===== src/supply_flag_pkg.sv =====
// constants and carrier types for the supply fault flag registers
// assumes word bit n maps to documented register bit n+8
package supply_flag_pkg;

  localparam int unsigned flag_width = 16;
  localparam int unsigned doc_bit_base = 8;

  // first flag word: overtemperature flags, documented bits 13..8
  localparam int unsigned boost_overtemp_flag_pos = 5;
  localparam int unsigned buck_one_overtemp_flag_pos = 4;
  localparam int unsigned buck_two_overtemp_flag_pos = 3;
  localparam int unsigned buck_three_overtemp_flag_pos = 2;
  localparam int unsigned linear_one_overtemp_flag_pos = 1;
  localparam int unsigned linear_two_overtemp_flag_pos = 0;

  // second flag word, documented bits 23..8
  localparam int unsigned prereg_feedback_overvolt_flag_pos = 15;
  localparam int unsigned supply_undervolt_lvl7_flag_pos = 14;
  localparam int unsigned boost_on_state_pos = 13;
  localparam int unsigned buck_one_on_state_pos = 12;
  localparam int unsigned buck_two_on_state_pos = 11;
  localparam int unsigned buck_three_on_state_pos = 10;
  localparam int unsigned linear_one_on_state_pos = 9;
  localparam int unsigned linear_two_on_state_pos = 8;
  localparam int unsigned prereg_undervolt_low_flag_pos = 7;
  localparam int unsigned prereg_undervolt_high_flag_pos = 6;
  localparam int unsigned supply_undervolt_low_flag_pos = 5;
  localparam int unsigned supply_undervolt_high_flag_pos = 4;
  localparam int unsigned wake_two_level_pos = 3;
  localparam int unsigned wake_one_level_pos = 2;
  localparam int unsigned wake_two_source_flag_pos = 1;
  localparam int unsigned wake_one_source_flag_pos = 0;

  // per-bit kind masks: latched (write one clears) and live (read only)
  localparam logic [15:0] one_latched_mask = 16'h003f;
  localparam logic [15:0] one_live_mask = 16'h0000;
  localparam logic [15:0] two_latched_mask = 16'hc0f3;
  localparam logic [15:0] two_live_mask = 16'h3f0c;

  // reset values: wake-1 start with every regulator powered up
  localparam logic [15:0] one_reset = 16'h0000;
  localparam logic [15:0] two_reset = 16'h7ff5;

  // synchroniser depth for asynchronous event and state lines
  localparam int unsigned sync_depth = 3;

  typedef struct packed {
    logic [15:0] one;
    logic [15:0] two;
  } supply_flags_t;

  typedef struct packed {
    logic wr_one;
    logic wr_two;
    logic [15:0] data;
  } flag_write_t;

endpackage


===== src/supply_fault_flag_registers.sv =====
// supply fault flag registers: latched event flags and live regulator state
// assumes event and state lines are asynchronous levels from analog monitors,
// and that the serial interface delivers write-one-to-clear strobes on clock
//
// Contract
// - boost overtemp sets bit 13, else zero
// - buck overtemp flags at bits 12..10
// - linear overtemp flags at bits 9, 8
// - power-on reset or writing one clears
// - feedback OV, supply UV7, prereg UVL latch
// - bits 21..16 show live regulator state
// - reset reflects wake-1, regulators on
`timescale 1ns/1ps

module supply_fault_flag_registers
  import supply_flag_pkg::*;
(
  // clock and reset
  input wire logic clock,
  input wire logic rst_n,
  // raw monitor lines, asynchronous
  input wire supply_flags_t monitor_raw,
  // register write strobes from the serial interface
  input wire flag_write_t flag_write,
  // register read image
  output supply_flags_t flags
);

  ////////////////////////////////////////////////////////////////////////////
  // three-stage synchronisers on every monitor line

  localparam supply_flags_t sync_reset = '{one: one_reset, two: two_reset};
  localparam supply_flags_t latched_mask = '{one: one_latched_mask, two: two_latched_mask};
  localparam supply_flags_t live_mask = '{one: one_live_mask, two: two_live_mask};

  supply_flags_t sync_a;
  supply_flags_t sync_b;
  supply_flags_t sync_c;
  supply_flags_t next_sync_a;
  supply_flags_t next_sync_b;
  supply_flags_t next_sync_c;

  always_comb begin
    next_sync_a = monitor_raw;
    next_sync_b = sync_a;
    next_sync_c = sync_b;
  end

  // live bits start at their reset image so the state reads one from reset
  always_ff @(posedge clock or negedge rst_n) begin
    if (!rst_n) begin
      sync_a <= sync_reset;
      sync_b <= sync_reset;
      sync_c <= sync_reset;
    end else begin
      sync_a <= next_sync_a;
      sync_b <= next_sync_b;
      sync_c <= next_sync_c;
    end
  end

  ////////////////////////////////////////////////////////////////////////////
  // filtered monitor levels

  // word one occupies the upper half of the flat image, word two the lower
  localparam logic [31:0] lat_bits = latched_mask;
  localparam logic [31:0] live_bits = live_mask;

  logic [31:0] b_bits;
  logic [31:0] c_bits;
  logic [31:0] settled;
  logic [31:0] level;

  assign b_bits = sync_b;
  assign c_bits = sync_c;
  // a line counts only once stages two and three agree
  assign settled = ~(b_bits ^ c_bits);
  assign level = b_bits & c_bits;

  ////////////////////////////////////////////////////////////////////////////
  // word one overtemperature shutdown events

  logic boost_overtemp_event;
  logic buck_one_overtemp_event;
  logic buck_two_overtemp_event;
  logic buck_three_overtemp_event;
  logic linear_one_overtemp_event;
  logic linear_two_overtemp_event;

  assign boost_overtemp_event = level[flag_width + boost_overtemp_flag_pos];
  assign buck_one_overtemp_event = level[flag_width + buck_one_overtemp_flag_pos];
  assign buck_two_overtemp_event = level[flag_width + buck_two_overtemp_flag_pos];
  assign buck_three_overtemp_event = level[flag_width + buck_three_overtemp_flag_pos];
  assign linear_one_overtemp_event = level[flag_width + linear_one_overtemp_flag_pos];
  assign linear_two_overtemp_event = level[flag_width + linear_two_overtemp_flag_pos];

  ////////////////////////////////////////////////////////////////////////////
  // word two latched events

  logic prereg_feedback_overvolt_event;
  logic supply_undervolt_lvl7_event;
  logic prereg_undervolt_low_event;
  logic prereg_undervolt_high_event;
  logic supply_undervolt_low_event;
  logic supply_undervolt_high_event;
  logic wake_two_source_event;
  logic wake_one_source_event;

  assign prereg_feedback_overvolt_event = level[prereg_feedback_overvolt_flag_pos];
  assign supply_undervolt_lvl7_event = level[supply_undervolt_lvl7_flag_pos];
  assign prereg_undervolt_low_event = level[prereg_undervolt_low_flag_pos];
  assign prereg_undervolt_high_event = level[prereg_undervolt_high_flag_pos];
  assign supply_undervolt_low_event = level[supply_undervolt_low_flag_pos];
  assign supply_undervolt_high_event = level[supply_undervolt_high_flag_pos];
  assign wake_two_source_event = level[wake_two_source_flag_pos];
  assign wake_one_source_event = level[wake_one_source_flag_pos];

  ////////////////////////////////////////////////////////////////////////////
  // word two live levels

  logic boost_on_level;
  logic buck_one_on_level;
  logic buck_two_on_level;
  logic buck_three_on_level;
  logic linear_one_on_level;
  logic linear_two_on_level;
  logic wake_two_now;
  logic wake_one_now;

  // regulator on state, stage three level
  assign boost_on_level = c_bits[boost_on_state_pos];
  assign buck_one_on_level = c_bits[buck_one_on_state_pos];
  assign buck_two_on_level = c_bits[buck_two_on_state_pos];
  assign buck_three_on_level = c_bits[buck_three_on_state_pos];
  assign linear_one_on_level = c_bits[linear_one_on_state_pos];
  assign linear_two_on_level = c_bits[linear_two_on_state_pos];
  assign wake_two_now = c_bits[wake_two_level_pos];
  assign wake_one_now = c_bits[wake_one_level_pos];

  ////////////////////////////////////////////////////////////////////////////
  // set, live and clear images

  logic [31:0] set_bits;
  logic [31:0] live_level;
  logic [31:0] clear_ones;
  logic [31:0] cur_bits;
  wire logic [31:0] next_bits;
  supply_flags_t next_flags;

  assign set_bits = {
    10'h000,
    boost_overtemp_event,
    buck_one_overtemp_event,
    buck_two_overtemp_event,
    buck_three_overtemp_event,
    linear_one_overtemp_event,
    linear_two_overtemp_event,
    prereg_feedback_overvolt_event,
    supply_undervolt_lvl7_event,
    6'h00,
    prereg_undervolt_low_event,
    prereg_undervolt_high_event,
    supply_undervolt_low_event,
    supply_undervolt_high_event,
    2'h0,
    wake_two_source_event,
    wake_one_source_event
  };

  assign live_level = {
    16'h0000,
    2'h0,
    boost_on_level,
    buck_one_on_level,
    buck_two_on_level,
    buck_three_on_level,
    linear_one_on_level,
    linear_two_on_level,
    4'h0,
    wake_two_now,
    wake_one_now,
    2'h0
  };

  assign cur_bits = flags;
  // both strobes in one cycle clear both words with the same data
  assign clear_ones = {flag_write.wr_one ? flag_write.data : 16'h0000,
                       flag_write.wr_two ? flag_write.data : 16'h0000};

  ////////////////////////////////////////////////////////////////////////////
  // per-bit next value

  genvar i;
  generate
    for (i = 0; i < 32; i++) begin : g_bit
      if (lat_bits[i]) begin : g_latched
        // event latch; a set in the clear cycle wins
        // write one clears, zero leaves alone
        assign next_bits[i] = (cur_bits[i] & ~clear_ones[i]) | set_bits[i];
      end else if (live_bits[i]) begin : g_live
        // live state, follows filtered line, writes ignored
        assign next_bits[i] = settled[i] ? live_level[i] : cur_bits[i];
      end else begin : g_unused
        // unused positions always read zero
        assign next_bits[i] = 1'b0;
      end
    end
  endgenerate

  always_comb begin
    next_flags = next_bits;
  end

  always_ff @(posedge clock or negedge rst_n) begin
    if (!rst_n) begin
      flags <= sync_reset;
    end else begin
      flags <= next_flags;
    end
  end

endmodule


===== config.mk =====
export PLATFORM = sky130hd
export DESIGN_NAME = supply_fault_flag_registers
export DESIGN_NICKNAME = d
export VERILOG_FILES = /design/src/supply_flag_pkg.sv /design/src/supply_fault_flag_registers.sv
export SDC_FILE = /design/constraint.sdc
export NUM_CORES = 1
export LEC_CHECK = 0
export BUFFER_PORTS_ARGS = -buffer_cell sky130_fd_sc_hd__buf_2
export CORE_MARGIN = 2
export CORE_UTILIZATION = 32
export CTS_CLUSTER_SIZE = 16
export DETAILED_ROUTE_END_ITERATION = 10
export GPL_ROUTABILITY_DRIVEN = 0
export PLACE_DENSITY = 0.64
export SLEW_MARGIN = 40
export SYNTH_ARGS = -nofsm -noshare
export SYNTH_HDL_FRONTEND = slang
export SYNTH_SLANG_ARGS = --single-unit

===== constraint.sdc =====
create_clock -name clock -period 0.9 [get_ports clock]
set_input_delay 0.045 -clock clock [delete_from_list [all_inputs] [get_ports clock]]
set_output_delay 0.045 -clock clock [all_outputs]
set_load 0.01 [all_outputs]

==> reports/results.txt <==
status: complete, but fails checks
CP Capture Type: output port
htree depth: 3
maximum clock rate: 0.965 GHz
DRC: 0
HPWL Detailed: 2550 um
CP peak stage delay: 0.56 ns
clk_skew: 0.0102 ns
LEAKAGE: 1.64 nW
failing checks: setup timing
setup ws final: -0.137 ns
final worst path period share: 115%
Power, Total: 7.56 mW
dpl ws: 0.0608 ns
Avg Inst Size Synth: 19.2 sq um
TritonCTS buffer count: 9
CP delay by family, top: flip-flops
Peak supply drop: 0.782 mV
Antenna Cells: 0
largest net degree at the start of global routing: 60
Setup violations, final: 16
Post-Route WL: 4260 um
ordered cell list for the critical path: buf_6
initial DRC count: 38
first-pass GRT wire length: 7030 um
synth warn: 0
FP Rows: 32
worst hold path type: primary input to flip-flop
Setup crit start kind: flip-flop
min Tclk post-route: 1.04 ns
CP max stage cell: dfstp_2
clock slew at reported path FFs: 0.08 ns
area leader, netlist: dfstp_2
post-synthesis cell type count: 7
Yosys top cell area share: 52.4%
io pins: 84
routed len/inst: 12.1 um
Die Height: 94.3 um
Antenna Nets Post-Route: 0
Slew Limit Fails: 0
nets: 297
grt ovf: 0
worst setup path class: flip-flop to output port
vias in the first global route: 1474
GRT Total Usage: 10.7%
Pre-antenna DRT Iters: 4
core area: 7810 sq um
synth top area cells: dfstp_2, dfrtp_1, a22o_1, buf_4, maj3_1
die span in x: 94.3 um
Setup TNS: -1.62 ns
Post-Syn Instances: 136
sequential element share of the synthesized area: 86.9%
PD cells: 2060 nW/um^2
hold_ws: 0.0311 ns
instance area at placement: 3000 sq um
crit-path max FO: 2
Synth Cell Area: 2610 sq um
final hold vios: 0
initial antenna violation count: 0
DR vias/cell: 4.01
clock tree from TritonCTS: yes
Worst EP arrival: 0.99 ns
CTS Sinks: 88
Area Growth Syn to Fin: 40.3%
RSZ-0062 raised after global routing: yes
clk buf depth: 2
Worst-Skew Late Latency: 0.34 ns
die area: 8890 sq um
#FFs+latches synth: 88
Worst Path Required: 0.85 ns
max-cap viol count: 0
Initial Util: 33.4%
layout cells sized above 1: 54.4%
clock root buffer: clkbuf_8
IO Port Bufs: 57
Buffers & Inverters on Critical Path: 1
via count: 1410
design area: 3660 sq um
## stage by stage
stage / instances / utilization (%)
2_1_floorplan: 145 / -
3_3_place_gp: 295 / 38.5
3_5_place_dp: 295 / 38.5
4_1_cts: 351 / 46.8
5_1_grt: 352 / 46.9
6_report: 352 / 46.9
## cells by family (layout without fill, tap and decap cells)
family	after synthesis	after routing	synth area share, %
DFF	88	88	86.9
AOI/OAI and AO/OA	14	14	4.70
and+or+nand+nor	14	14	2.01
buffers and inverters	11	116	3.17
adders and majority gates	8	8	3.07
other	1	10	0.144
## repair_timing
action                                  in CTS  in global routing
hold endpoints to repair                   111                  1
gates cloned                                 0                  0
buffers inserted                             9                  0
gates resized for setup                     16                  0
hold buffers                                31                  1
endpoints found under the setup margin      22                 22
## state kept, by name, summed over array words and instances (netlist names)
register and count:
c_bits 18, buck_three_on_level 1, buck_two_on_level 1, next_sync_b 22
b_bits 22, boost_on_level 1, buck_one_on_level 1, flags 22
## area by class of cell
class	instances	area, sq um
Sequential cell	88	2270
Timing Repair Buffer	100	797
Fill cell	706	4150
Clock buffer	11	141
Multi-Input combinational cell	46	294
Clock inverter	5	33.8
Tap cell	102	128
## report_power, final
| part | total (mW) | internal (mW) | switching (mW) | leakage (nW) |
|---|---|---|---|---|
| Combinational | 0.743 | 0.447 | 0.296 | 0.591 |
| Sequential | 4.46 | 4.33 | 0.127 | 0.964 |
| Clock | 2.36 | 1.07 | 1.28 | 0.0853 |
| Total | 7.56 | 5.85 | 1.71 | 1.64 |
## worst paths after layout
kind / startpoint / to / slack, ns / cells past startpoint
worst min register to register: next_sync_b[1] / b_bits[1] / 0.35 / 0
max in group asynchronous: rst_n / c_bits[5] / 0.30 / 3
worst max register to register: flags[12] / flags[12] / 0.04 / 2
min in group asynchronous: rst_n / next_sync_b[20] / 0.25 / 3
worst min-delay path: flag_write[4] / flags[20] / 0.03 / 3
worst max-delay path: flags[9] / flags[9] / -0.14 / 1
## synthesized netlist by cell type
cell type / number
a22o_1: 14
dfstp_2: 52
buf_4: 11
dfrtp_1: 36
nand2_1: 14
conb_1: 1
maj3_1: 8
## cell usage in the layout, fill, tap and decap left out
master and instances:
a22o_1 14, maj3_2 1, dfstp_2 52, clkinv_4 1, dlygate4sd3_1 32, maj3_1 7
buf_6 15, clkinvlp_4 2, dfrtp_1 36, nand2_1 14, buf_4 11, clkinv_2 2
buf_2 41, buf_12 1, clkbuf_8 10, conb_1 10, clkbuf_1 1
## per-layer routing
layer	global-route usage (%)	vias to the layer above	share of wire (%)
met4	3.62	0	1.1
met2	16.4	49	49
met5	0	-	0
met1	13.4	704	44
met3	4.90	5	6.5
li1	-	652	-
Power figures use the tool's default switching activity.
